### src/hw/pump_run_regs.svh
// register offsets, field positions, reset values and timing counts of the run control
`ifndef PUMP_RUN_REGS_SVH
`define PUMP_RUN_REGS_SVH
// What this block does
// - stopping a running program early pauses it and blinks the pumping indicator
// - start while paused resumes the same phase, volume target kept from phase start
// - any non-start key while paused cancels pause; next start is phase 1
// - stall stops motor, pauses, raises alarm, blinks indicator, steady buzzer if enabled
// - with serial safe mode, a stall sends an alarm message to the host
// - any key press silences the buzzer and clears the alarm
// - after a stall, start from keypad, trigger input or serial resumes
// - setup only while stopped; advances after 2 s idle or a non-arrow key
// - setup order: power fail, alarm, io, trigger, direction, motor out, lock, beep, addr, baud
// - power-fail restart 1 never restarts: setup is still 0 in the one cycle after reset where it is checked
// - alarms on: beeping at end or while paused, steady tone on alarm
// - trigger modes: toggle on fall; level stop fall, start rise; start only on fall
// - direction modes: reciprocating fall infuse rise withdraw; dual pump reversed
// - motor output mode 0 is high only while the motor runs
// - motor output mode 1 is high for as long as the program is running, in any phase
// - keypad lockout rejects rate and direction keys while executing
// - key beep gives one short beep for every key press
// - network address is 00 to 99, default 00
// - baud selectable among 300, 1200, 2400, 9600, 19200; host must match
// - every start from stopped begins at phase 1; each finished pumping phase goes to the next
// - some phase functions jump to another phase, some conditionally on events
// - each phase holds one control or pumping function with volume and direction; rate is one separate register
// - program store holds phases up to maximum phase 41
// - advancing past the maximum phase behaves as a stop and ends the program
// - pumping phase with nonzero volume ends when that volume moved since phase start
`define ADR_CTRL 4'h0
`define ADR_SETUP 4'h1
`define ADR_STATUS 4'h2
`define ADR_PHASE_SEL 4'h3
`define ADR_PHASE_DATA 4'h4
`define ADR_RATE 4'h5
`define ADR_EVENT 4'h6
`define ADR_MOVED 4'h7
`define CTRL_START 0
`define CTRL_STOP 1
`define CTRL_SAFE 2
`define CTRL_STALL_ACK 3
`define SET_PF 0
`define SET_ALARM 1
`define SET_TRIG_LO 2
`define SET_DIR_LO 4
`define SET_MOUT 5
`define SET_LOCK 6
`define SET_BEEP 7
`define SET_ADDR_LO 8
`define SET_BAUD_LO 16
`define SETUP_RESET 32'h0000_0000
`define MAX_PHASE 6'd41
`define SETUP_IDLE_MS 2000
`define BEEP_MS 50
`define BLINK_MS 250
`define DEBOUNCE_US 1000
`define CLK_KHZ 25000
`define SETUP_IDLE_CYC (`SETUP_IDLE_MS * `CLK_KHZ)
`define BEEP_CYC (`BEEP_MS * `CLK_KHZ)
`define BLINK_CYC (`BLINK_MS * `CLK_KHZ)
`define DEBOUNCE_CYC ((`DEBOUNCE_US * `CLK_KHZ) / 1000)
`endif

### src/hw/pump_run_pkg.sv
// types of the pump run control
package pump_run_pkg;
    typedef enum logic [1:0] {
        RUN_STOPPED = 2'b00,
        RUN_RUNNING = 2'b01,
        RUN_PAUSED = 2'b11
    } run_state_t;
    typedef enum logic [1:0] {
        FN_RATE = 2'h0,
        FN_STOP = 2'h1,
        FN_JUMP = 2'h2,
        FN_WAIT = 2'h3
    } phase_fn_t;
    typedef enum logic [3:0] {
        SU_POWER_FAIL = 4'h0,
        SU_ALARM = 4'h1,
        SU_IO = 4'h2,
        SU_TRIGGER = 4'h3,
        SU_DIRECTION = 4'h4,
        SU_MOTOR_OUT = 4'h5,
        SU_LOCKOUT = 4'h6,
        SU_KEY_BEEP = 4'h7,
        SU_ADDRESS = 4'h8,
        SU_BAUD = 4'h9,
        SU_OFF = 4'hf
    } setup_item_t;
    typedef enum logic [1:0] {
        toggle_trigger_mode = 2'h0,
        level_trigger_mode = 2'h1,
        start_only_trigger_mode = 2'h2
    } trig_mode_t;
endpackage : pump_run_pkg

### src/hw/pump_program_run_control.sv
// run control of the programmable pump sequencer with its wishbone register file
`timescale 1ns/1ns
`default_nettype none
`include "pump_run_regs.svh"
module pump_program_run_control
    import pump_run_pkg::*;
#(
    parameter int SETUP_IDLE_CYCLES = `SETUP_IDLE_CYC,
    parameter int BEEP_CYCLES = `BEEP_CYC,
    parameter int BLINK_CYCLES = `BLINK_CYC,
    parameter int DEBOUNCE_CYCLES = `DEBOUNCE_CYC,
    parameter int PHASES = 41
) (
    // clock and reset
    input wire logic clock_in,
    input wire logic rst_n_in,
    // wishbone slave
    input wire logic wb_cyc_in,
    input wire logic wb_stb_in,
    input wire logic wb_we_in,
    input wire logic [5:0] wb_adr_in,
    input wire logic [3:0] wb_sel_in,
    input wire logic [31:0] wb_dat_in,
    output logic [31:0] wb_dat_out,
    output logic wb_ack_out,
    // keypad
    input wire logic key_press_in,
    input wire logic key_start_in,
    input wire logic key_arrow_in,
    input wire logic key_rate_dir_in,
    input wire logic key_held_in,
    output logic key_accept_out,
    // motor and sensors
    input wire logic stall_in,
    input wire logic volume_step_in,
    input wire logic power_was_running_in,
    output logic motor_run_out,
    output logic motor_withdraw_out,
    // ttl io
    input wire logic trigger_in,
    input wire logic direction_in,
    output logic motor_operating_out,
    // indicators and serial
    output logic pumping_led_out,
    output logic buzzer_out,
    output logic alarm_msg_out,
    output logic [3:0] setup_item_out,
    output logic [5:0] phase_out
);
    // ****************************************
    // parameter checks
    // ****************************************
    initial begin
        if (PHASES < 1 || PHASES > 63) begin
            $error("phase count out of range");
        end
        if (DEBOUNCE_CYCLES < 1 || BEEP_CYCLES < 1 || BLINK_CYCLES < 1) begin
            $error("timing counts must be at least one");
        end
    end
    // ****************************************
    // registers and program store
    // ****************************************
    run_state_t run_reg;
    logic [31:0] setup_reg;
    logic safe_reg;
    logic stall_alarm_reg;
    logic [5:0] phase_reg;
    logic [5:0] sel_reg;
    logic [15:0] moved_reg;
    logic [15:0] rate_reg;
    logic ended_reg;
    logic [31:0] prog_mem [1:PHASES];
    logic wb_req;
    logic wb_wr;
    logic [3:0] wb_idx;
    logic trig_event;
    logic trig_start;
    logic trig_stop;
    logic key_other;
    logic start_req;
    logic stop_req;
    logic [31:0] cur_entry;
    phase_fn_t cur_fn;
    logic phase_done;
    logic [5:0] next_phase;
    logic dir_fall;
    logic dir_rise;
    logic boot_done_reg;
    logic power_restart;
    assign wb_req = wb_cyc_in && wb_stb_in && !wb_ack_out;
    assign wb_wr = wb_req && wb_we_in;
    assign wb_idx = wb_adr_in[5:2];
    // ****************************************
    // input synchronise, debounce and edges
    // ****************************************
    logic [1:0] pin_raw;
    logic [1:0] pin_stable;
    logic [1:0] pin_prev;
    logic [1:0] pin_fall;
    logic [1:0] pin_rise;
    assign pin_raw = {direction_in, trigger_in};
    generate
        for (genvar i = 0; i < 2; i++) begin : g_pin
            logic sync1_reg;
            logic sync2_reg;
            logic [23:0] db_cnt_reg;
            logic stable_reg;
            logic prev_reg;
            always_ff @(posedge clock_in or negedge rst_n_in) begin
                if (!rst_n_in) begin
                    sync1_reg <= 1'b1;
                    sync2_reg <= 1'b1;
                end else begin
                    sync1_reg <= pin_raw[i];
                    sync2_reg <= sync1_reg;
                end
            end
            always_ff @(posedge clock_in or negedge rst_n_in) begin
                if (!rst_n_in) begin
                    db_cnt_reg <= 24'h00_0000;
                    stable_reg <= 1'b1;
                    prev_reg <= 1'b1;
                end else begin
                    prev_reg <= stable_reg;
                    if (sync2_reg == stable_reg) begin
                        db_cnt_reg <= 24'h00_0000;
                    end else if (db_cnt_reg >= 24'(DEBOUNCE_CYCLES - 1)) begin
                        db_cnt_reg <= 24'h00_0000;
                        stable_reg <= sync2_reg;
                    end else begin
                        db_cnt_reg <= db_cnt_reg + 24'h00_0001;
                    end
                end
            end
            assign pin_stable[i] = stable_reg;
            assign pin_prev[i] = prev_reg;
            assign pin_fall[i] = prev_reg && !stable_reg;
            assign pin_rise[i] = !prev_reg && stable_reg;
        end
    endgenerate
    assign dir_fall = pin_fall[1];
    assign dir_rise = pin_rise[1];
    // ****************************************
    // start and stop sources
    // ****************************************
    always_comb begin
        trig_start = 1'b0;
        trig_stop = 1'b0;
        case (trig_mode_t'(setup_reg[`SET_TRIG_LO +: 2]))
            toggle_trigger_mode: begin
                trig_start = pin_fall[0] && run_reg != RUN_RUNNING;
                trig_stop = pin_fall[0] && run_reg == RUN_RUNNING;
            end
            level_trigger_mode: begin
                trig_stop = pin_fall[0];
                trig_start = pin_rise[0];
            end
            start_only_trigger_mode: begin
                trig_start = pin_fall[0];
            end
            default: begin
                trig_start = 1'b0;
            end
        endcase
    end
    assign trig_event = trig_start || trig_stop;
    assign key_other = key_press_in && !key_start_in;
    // keypad start toggles, serial and trigger start from any source
    assign start_req = (key_press_in && key_start_in && run_reg != RUN_RUNNING) || trig_start
        || (wb_wr && wb_idx == `ADR_CTRL && wb_sel_in[0] && wb_dat_in[`CTRL_START]);
    assign stop_req = (key_press_in && key_start_in && run_reg == RUN_RUNNING) || trig_stop
        || (wb_wr && wb_idx == `ADR_CTRL && wb_sel_in[0] && wb_dat_in[`CTRL_STOP]);
    // ****************************************
    // phase sequencing
    // ****************************************
    assign cur_entry = prog_mem[phase_reg];
    assign cur_fn = phase_fn_t'(cur_entry[31:30]);
    always_comb begin
        phase_done = 1'b0;
        next_phase = phase_reg + 6'd1;
        case (cur_fn)
            FN_RATE: begin
                phase_done = cur_entry[15:0] != 16'h0000
                    && moved_reg >= cur_entry[15:0];
            end
            FN_JUMP: begin
                phase_done = 1'b1;
                next_phase = cur_entry[5:0];
            end
            FN_WAIT: begin
                phase_done = trig_event;
                next_phase = trig_event ? cur_entry[5:0] : phase_reg + 6'd1;
            end
            default: begin
                phase_done = 1'b0;
            end
        endcase
    end
    always_ff @(posedge clock_in or negedge rst_n_in) begin
        if (!rst_n_in) begin
            run_reg <= RUN_STOPPED;
            phase_reg <= 6'd1;
            moved_reg <= 16'h0000;
            ended_reg <= 1'b0;
        end else if (run_reg == RUN_RUNNING) begin
            if (stall_in || stop_req) begin
                run_reg <= RUN_PAUSED;
            end else if (cur_fn == FN_STOP || (phase_done
                    && (next_phase > `MAX_PHASE || next_phase > 6'(PHASES)
                    || next_phase == 6'd0))) begin
                run_reg <= RUN_STOPPED;
                phase_reg <= 6'd1;
                ended_reg <= 1'b1;
            end else if (phase_done) begin
                phase_reg <= next_phase;
                moved_reg <= 16'h0000;
            end else if (volume_step_in && cur_fn == FN_RATE) begin
                moved_reg <= moved_reg + 16'h0001;
            end
        end else if (run_reg == RUN_PAUSED && start_req) begin
            run_reg <= RUN_RUNNING;
        end else if (run_reg == RUN_PAUSED && key_other) begin
            run_reg <= RUN_STOPPED;
            phase_reg <= 6'd1;
        end else if (start_req || power_restart) begin
            run_reg <= RUN_RUNNING;
            phase_reg <= 6'd1;
            moved_reg <= 16'h0000;
            ended_reg <= 1'b0;
        end else if (key_press_in) begin
            ended_reg <= 1'b0;
        end
    end
    // ****************************************
    // power fail restart, caught after reset release
    // ****************************************
    assign power_restart = !boot_done_reg && setup_reg[`SET_PF] && power_was_running_in
        && !key_held_in;
    always_ff @(posedge clock_in or negedge rst_n_in) begin
        if (!rst_n_in) begin
            boot_done_reg <= 1'b0;
        end else begin
            boot_done_reg <= 1'b1;
        end
    end
    // ****************************************
    // stall alarm and serial message
    // ****************************************
    always_ff @(posedge clock_in or negedge rst_n_in) begin
        if (!rst_n_in) begin
            stall_alarm_reg <= 1'b0;
            alarm_msg_out <= 1'b0;
        end else begin
            alarm_msg_out <= run_reg == RUN_RUNNING && stall_in && safe_reg;
            if (run_reg == RUN_RUNNING && stall_in) begin
                stall_alarm_reg <= 1'b1;
            end else if (key_press_in || (wb_wr && wb_idx == `ADR_CTRL && wb_sel_in[0]
                    && wb_dat_in[`CTRL_STALL_ACK])) begin
                stall_alarm_reg <= 1'b0;
            end
        end
    end
    // ****************************************
    // buzzer, blink and key beep
    // ****************************************
    logic [26:0] blink_cnt_reg;
    logic blink_reg;
    logic [26:0] beep_cnt_reg;
    logic chirp_silenced_reg;
    always_ff @(posedge clock_in or negedge rst_n_in) begin
        if (!rst_n_in) begin
            blink_cnt_reg <= 27'h000_0000;
            blink_reg <= 1'b0;
        end else if (blink_cnt_reg >= 27'(BLINK_CYCLES - 1)) begin
            blink_cnt_reg <= 27'h000_0000;
            blink_reg <= !blink_reg;
        end else begin
            blink_cnt_reg <= blink_cnt_reg + 27'h000_0001;
        end
    end
    always_ff @(posedge clock_in or negedge rst_n_in) begin
        if (!rst_n_in) begin
            beep_cnt_reg <= 27'h000_0000;
        end else if (key_press_in && setup_reg[`SET_BEEP]) begin
            beep_cnt_reg <= 27'(BEEP_CYCLES);
        end else if (beep_cnt_reg != 27'h000_0000) begin
            beep_cnt_reg <= beep_cnt_reg - 27'h000_0001;
        end
    end
    always_ff @(posedge clock_in or negedge rst_n_in) begin
        if (!rst_n_in) begin
            chirp_silenced_reg <= 1'b0;
        end else if (start_req) begin
            chirp_silenced_reg <= 1'b0;
        end else if (key_press_in) begin
            chirp_silenced_reg <= 1'b1;
        end
    end
    always_ff @(posedge clock_in or negedge rst_n_in) begin
        if (!rst_n_in) begin
            buzzer_out <= 1'b0;
            pumping_led_out <= 1'b0;
        end else begin
            pumping_led_out <= run_reg == RUN_RUNNING
                || (run_reg == RUN_PAUSED && blink_reg);
            if (setup_reg[`SET_ALARM] && stall_alarm_reg) begin
                buzzer_out <= 1'b1;
            end else if (setup_reg[`SET_ALARM] && !chirp_silenced_reg
                    && (ended_reg || run_reg == RUN_PAUSED)) begin
                buzzer_out <= blink_reg;
            end else begin
                buzzer_out <= beep_cnt_reg != 27'h000_0000;
            end
        end
    end
    // ****************************************
    // motor outputs
    // ****************************************
    logic motor_on;
    assign motor_on = run_reg == RUN_RUNNING && cur_fn == FN_RATE && !stall_in;
    always_ff @(posedge clock_in or negedge rst_n_in) begin
        if (!rst_n_in) begin
            motor_run_out <= 1'b0;
            motor_operating_out <= 1'b0;
            motor_withdraw_out <= 1'b0;
        end else begin
            motor_run_out <= motor_on;
            if (setup_reg[`SET_MOUT]) begin
                motor_operating_out <= run_reg == RUN_RUNNING;
            end else begin
                motor_operating_out <= motor_on;
            end
            if (dir_fall) begin
                motor_withdraw_out <= setup_reg[`SET_DIR_LO];
            end else if (dir_rise) begin
                motor_withdraw_out <= !setup_reg[`SET_DIR_LO];
            end else if (phase_done || start_req) begin
                motor_withdraw_out <= prog_mem[start_req ? 6'd1 : next_phase][29];
            end
        end
    end
    // ****************************************
    // setup walk
    // ****************************************
    setup_item_t item_reg;
    logic [26:0] idle_cnt_reg;
    always_ff @(posedge clock_in or negedge rst_n_in) begin
        if (!rst_n_in) begin
            item_reg <= SU_OFF;
            idle_cnt_reg <= 27'h000_0000;
        end else if (run_reg != RUN_STOPPED) begin
            item_reg <= SU_OFF;
        end else if (item_reg == SU_OFF) begin
            if (wb_wr && wb_idx == `ADR_SETUP) begin
                item_reg <= SU_POWER_FAIL;
                idle_cnt_reg <= 27'h000_0000;
            end
        end else if (key_press_in && key_arrow_in) begin
            idle_cnt_reg <= 27'h000_0000;
        end else if (key_press_in || idle_cnt_reg >= 27'(SETUP_IDLE_CYCLES - 1)) begin
            idle_cnt_reg <= 27'h000_0000;
            item_reg <= item_reg == SU_BAUD ? SU_OFF
                : setup_item_t'(item_reg + 4'h1);
        end else begin
            idle_cnt_reg <= idle_cnt_reg + 27'h000_0001;
        end
    end
    assign setup_item_out = item_reg;
    assign phase_out = phase_reg;
    assign key_accept_out = !(setup_reg[`SET_LOCK] && run_reg == RUN_RUNNING
        && key_rate_dir_in);
    // ****************************************
    // wishbone register file
    // ****************************************
    logic [31:0] setup_wr;
    always_comb begin
        setup_wr = setup_reg;
        for (int b = 0; b < 4; b++) begin
            if (wb_sel_in[b]) begin
                setup_wr[b*8 +: 8] = wb_dat_in[b*8 +: 8];
            end
        end
    end
    always_ff @(posedge clock_in or negedge rst_n_in) begin
        if (!rst_n_in) begin
            setup_reg <= `SETUP_RESET;
            safe_reg <= 1'b0;
            sel_reg <= 6'd1;
            rate_reg <= 16'h0000;
        end else if (wb_wr) begin
            case (wb_idx)
                `ADR_SETUP: begin
                    if (run_reg == RUN_STOPPED && setup_wr[`SET_ADDR_LO +: 8] <= 8'd99
                            && setup_wr[`SET_BAUD_LO +: 3] <= 3'd4
                            && setup_wr[`SET_TRIG_LO +: 2] != 2'h3) begin
                        setup_reg <= setup_wr;
                    end
                end
                `ADR_CTRL: safe_reg <= wb_sel_in[0] ? wb_dat_in[`CTRL_SAFE] : safe_reg;
                `ADR_PHASE_SEL: begin
                    if (wb_dat_in[5:0] >= 6'd1 && wb_dat_in[5:0] <= 6'(PHASES)) begin
                        sel_reg <= wb_dat_in[5:0];
                    end
                end
                `ADR_RATE: rate_reg <= wb_dat_in[15:0];
                default: sel_reg <= sel_reg;
            endcase
        end
    end
    generate
        for (genvar p = 1; p <= PHASES; p++) begin : g_phase
            always_ff @(posedge clock_in or negedge rst_n_in) begin
                if (!rst_n_in) begin
                    prog_mem[p] <= 32'h4000_0000;
                end else if (wb_wr && wb_idx == `ADR_PHASE_DATA && sel_reg == 6'(p)
                        && run_reg == RUN_STOPPED) begin
                    prog_mem[p] <= wb_dat_in;
                end
            end
        end
    endgenerate
    always_ff @(posedge clock_in or negedge rst_n_in) begin
        if (!rst_n_in) begin
            wb_ack_out <= 1'b0;
            wb_dat_out <= 32'h0000_0000;
        end else begin
            wb_ack_out <= wb_req;
            case (wb_idx)
                `ADR_CTRL: wb_dat_out <= {29'h0, safe_reg, 2'h0};
                `ADR_SETUP: wb_dat_out <= setup_reg;
                `ADR_STATUS: wb_dat_out <= {16'h0, 2'h0, phase_reg, 2'h0, pin_stable,
                    ended_reg, stall_alarm_reg, run_reg};
                `ADR_PHASE_SEL: wb_dat_out <= {26'h0, sel_reg};
                `ADR_PHASE_DATA: wb_dat_out <= prog_mem[sel_reg];
                `ADR_RATE: wb_dat_out <= {16'h0, rate_reg};
                `ADR_EVENT: wb_dat_out <= {28'h0, pin_prev, pin_stable};
                `ADR_MOVED: wb_dat_out <= {16'h0, moved_reg};
                default: wb_dat_out <= 32'h0000_0000;
            endcase
        end
    end
endmodule : pump_program_run_control
`default_nettype wire

### config.mk
export PLATFORM = sky130hd
export DESIGN_NAME = pump_program_run_control
export DESIGN_NICKNAME = d
export VERILOG_FILES = /design/src/hw/pump_run_pkg.sv /design/src/hw/pump_program_run_control.sv
export VERILOG_INCLUDE_DIRS = /design/src /design/src/hw
export SDC_FILE = /design/constraint.sdc
export NUM_CORES = 2
export LEC_CHECK = 0
export ABC_CLOCK_PERIOD_IN_PS = 12500
export BUFFER_PORTS_ARGS = -buffer_cell sky130_fd_sc_hd__buf_2
export CORE_ASPECT_RATIO = 1.25
export CORE_MARGIN = 1.5
export CORE_UTILIZATION = 40
export CTS_CLUSTER_SIZE = 30
export DETAILED_ROUTE_END_ITERATION = 16
export GPL_TIMING_DRIVEN = 1
export SYNTH_ARGS = -nofsm -noshare
export SYNTH_HDL_FRONTEND = slang
export SYNTH_SLANG_ARGS = --single-unit
### constraint.sdc
create_clock -name clock_in -period 12.5 [get_ports clock_in]
set_input_delay 1.875 -clock clock_in [delete_from_list [all_inputs] [get_ports clock_in]]
set_output_delay 1.875 -clock clock_in [all_outputs]
set_load 0.03 [all_outputs]
==> impl_metrics.env <==
export IMPL_status="completed"
export IMPL_area_growth_pct=10.85
export IMPL_finalSetupViolCount=0
export IMPL_netlist_top_cells_area="dfrtp_1 48%, mux2_2 21%, mux4_2 14%"
export IMPL_via_per_inst=6.132
export IMPL_fmaxAchievable_mhz=144.4
export IMPL_p_clk_frac=0.446
export IMPL_firstDrtPassIters=9
export IMPL_crit_path_frequent_cell="buf_4"
export IMPL_hold_depth=0
export IMPL_die_w_um=399.3
export IMPL_cp_top_family="compound AO/OA/AOI/OAI gates"
export IMPL_clk_latency_ps=830
export IMPL_critPathCaptureType="register"
export IMPL_cp_data_arrival_time_ps=7610
export IMPL_gp_congestion=0.8396
export IMPL_cts_setup_buffers=0
export IMPL_synth_seq_cells=1576
export IMPL_die_area_um2=199000
export IMPL_num_rows=181
export IMPL_switching_share=0.2567
export IMPL_switchingPower_uw=2901
export IMPL_cts_max_path_buffers=3
export IMPL_cts_root_buffer="clkbuf_16"
export IMPL_syn_cell_area_um2=78540
export IMPL_cap_viol_max_count=0
export IMPL_avgRoutedWirePerCell_um=29.86
export IMPL_crit_chain="buf_4, buf_4, mux2_2, a22o_1, mux4_2, o21ai_1, a2bb2oi_1, ha_1, nor3_1, nor2_1, a31oi_1, o31a_4, nor3b_2, o311ai_4, mux2_4"
export IMPL_powerDensity_nw_per_um2=129.8
export IMPL_ant_nets=0
export IMPL_grt_max_degree=181
export IMPL_ir_worst_vdd_uv=100.1
export IMPL_core_area_um2=194800
export IMPL_grt_overflow=0
export IMPL_syn_area_per_cell_um2=14.26
export IMPL_cts_made_buffers=165
export IMPL_crit_required_ps=13190
export IMPL_ys_warn_count=0
export IMPL_die_h_um=498.4
export IMPL_worstMarginPinSlew_ps=1248
export IMPL_cp_max_fo=38
export IMPL_cp_num_cells=15
export IMPL_ys_top_cells_by_count="1,521 x dfrtp_1, 1,460 x mux2_2, 478 x mux4_2"
export IMPL_tns_ps=0
export IMPL_htreeDepth=4
export IMPL_critPathMaxStageDelay_ps=910
export IMPL_netlist_instances=5506
export IMPL_hold_viol_final=0
export IMPL_drc=0
export IMPL_grt_pass1_vias=51360
export IMPL_synth_top_area_cell="dfrtp_1"
export IMPL_startpoint_type="register"
export IMPL_slowest_stage="dfstp_4"
export IMPL_relSlewSlack=0.1677
export IMPL_p_leak_uw=0.04047
export IMPL_fill_cells=17330
export IMPL_crit_type="register to register"
export IMPL_yosysMostFrequentCell="dfrtp_1"
export IMPL_vias=49780
export IMPL_largest_reg_flops=1312
export IMPL_antenna_found_initial=17
export IMPL_synthFlopType="dfrtp_1"
export IMPL_layout_setup_ws_ps=5576
export IMPL_port_buffer_count=104
export IMPL_combPwrFrac=0.087
export IMPL_p_int_uw=8400
export IMPL_drt_iter0_drc=4261
export IMPL_dp_slack_ps=5568
export IMPL_post_cts_resized=0
export IMPL_placed_cells=7808
export IMPL_start_util=0.4032
export IMPL_fin_nets=5498
export IMPL_fin_cells=8117
export IMPL_final_max_slew_viol_count=0
export IMPL_ys_async_sr_fraction=1.000
export IMPL_rsz0062_at_grt="no"
export IMPL_cts_sinks=1576
export IMPL_period_share=0.5539
export IMPL_p_total_uw=11300
export IMPL_dp_hpwl_um=140100
export IMPL_grt_pass1_wl_um=356900
export IMPL_clk_pin_slew_ps=60
export IMPL_ios=107
export IMPL_cts_tree="yes"
export IMPL_grt_use_total=0.2438
export IMPL_postCtsHoldBufs=0
export IMPL_min_period_ps=6924
export IMPL_routed_wirelength_um=242300
export IMPL_r2r_cells=15
export IMPL_worst_clock_skew_ps=35.17
export IMPL_seqPwrFrac=0.468
export IMPL_critical_path_buf_inv_count=2
export IMPL_min_path_type="register to register"
export IMPL_synth_edf_count=0
export IMPL_synth_seq_area_share=0.5030
export IMPL_ys_types=98
export IMPL_yosysTopAreaCellShare=0.4846
export IMPL_drive_above_1_share=0.4606
[worst paths after layout]
check,from,to,slack [ps]
max in group asynchronous,rst_n_in,sel_reg[1],8940
min,g_pin[1].sync1_reg,g_pin[1].sync2_reg,360
min in group asynchronous,rst_n_in,prog_mem[496],1080
max,phase_out[0],moved_reg[1],5580
max reg2reg,phase_out[0],moved_reg[1],5580
min reg2reg,g_pin[1].sync1_reg,g_pin[1].sync2_reg,360
[layout make-up]
| cell class | instances | area [um^2] | share of cell area |
|---|---|---|---|
| flip-flops and latches | 1576 | 39540 | 0.4541 |
| multi-input cells | 3411 | 37110 | 0.4263 |
| clock buffers | 260 | 4962 | 0.05700 |
| well taps | 2562 | 3206 | 0.03682 |
| repair buffers | 228 | 1579 | 0.01814 |
| clock inverters | 43 | 526.8 | 0.006051 |
| inverters | 31 | 118.9 | 0.001365 |
| diodes | 6 | 15.01 | 0.0001725 |
[stage by stage]
step                hold slack, ps  area [um^2]    util
floorplan                    345.2        78620       -
global placement             349.6        81560  0.4187
detailed placement           349.9        81560  0.4187
CTS                          360.3        87040  0.4469
global route                 367.5        87050  0.4470
finish                       358.7        87060  0.4470
[logic make-up after synthesis]
logic type | Yosys count | share of synthesized area
buffers and inverters | 540 | 0.02861
flip-flops | 1576 | 0.5030
AO/OA/AOI/OAI | 536 | 0.05006
AND/OR/NAND/NOR | 698 | 0.04233
multiplexers | 2059 | 0.3639
adder cells (fa/ha/maj) | 28 | 0.004461
XOR/XNOR | 67 | 0.007472
other | 2 | 0.00009562
[routing by layer]
metal / vias up / global-route usage / routed length (um)
met2: 1723 / 0.3849 / 113900
met3: 488 / 0.04982 / 16910
li1: 20630 / - / -
met1: 26920 / 0.3311 / 102100
met5: - / 0 / 107
met4: 16 / 0.09032 / 9320
[cell usage in the layout (no fill, tap or decap), drive strengths merged, types with 32 or more instances in the layout]
cell type,netlist,routed
nor2,208,208
mux2i,106,106
inv,29,38
and3,42,42
clkbuf,316,260
dfstp,55,55
nor3,45,45
mux4,487,487
a222oi,35,35
buf,193,228
xor2,36,36
a21oi,71,71
dfrtp,1521,1521
a221oi,32,32
mux2,1466,1466
nand3,67,67
o21ai,126,126
a22o,41,41
nand2,195,195
[worst register-to-register path: cells and delay by family (launching register included)]
family	cells	cell delay, ps
AND/OR/NAND/NOR	3	300
adder cells (fa/ha/maj)	1	380
multiplexers	3	1320
buffers and inverters	2	1410
AO/OA/AOI/OAI	6	2490
flip-flops	1	910
[power by group through the flow]
stage	clock network, uW	logic, uW	registers (uW)
floorplan	0	615	5350
global placement	0	974	5370
detailed placement	0	983	5380
CTS	5140	985	5290
global route	5340	1060	5300
finish	5040	978	5290
Note: power is estimated with default switching activity, not from simulation.
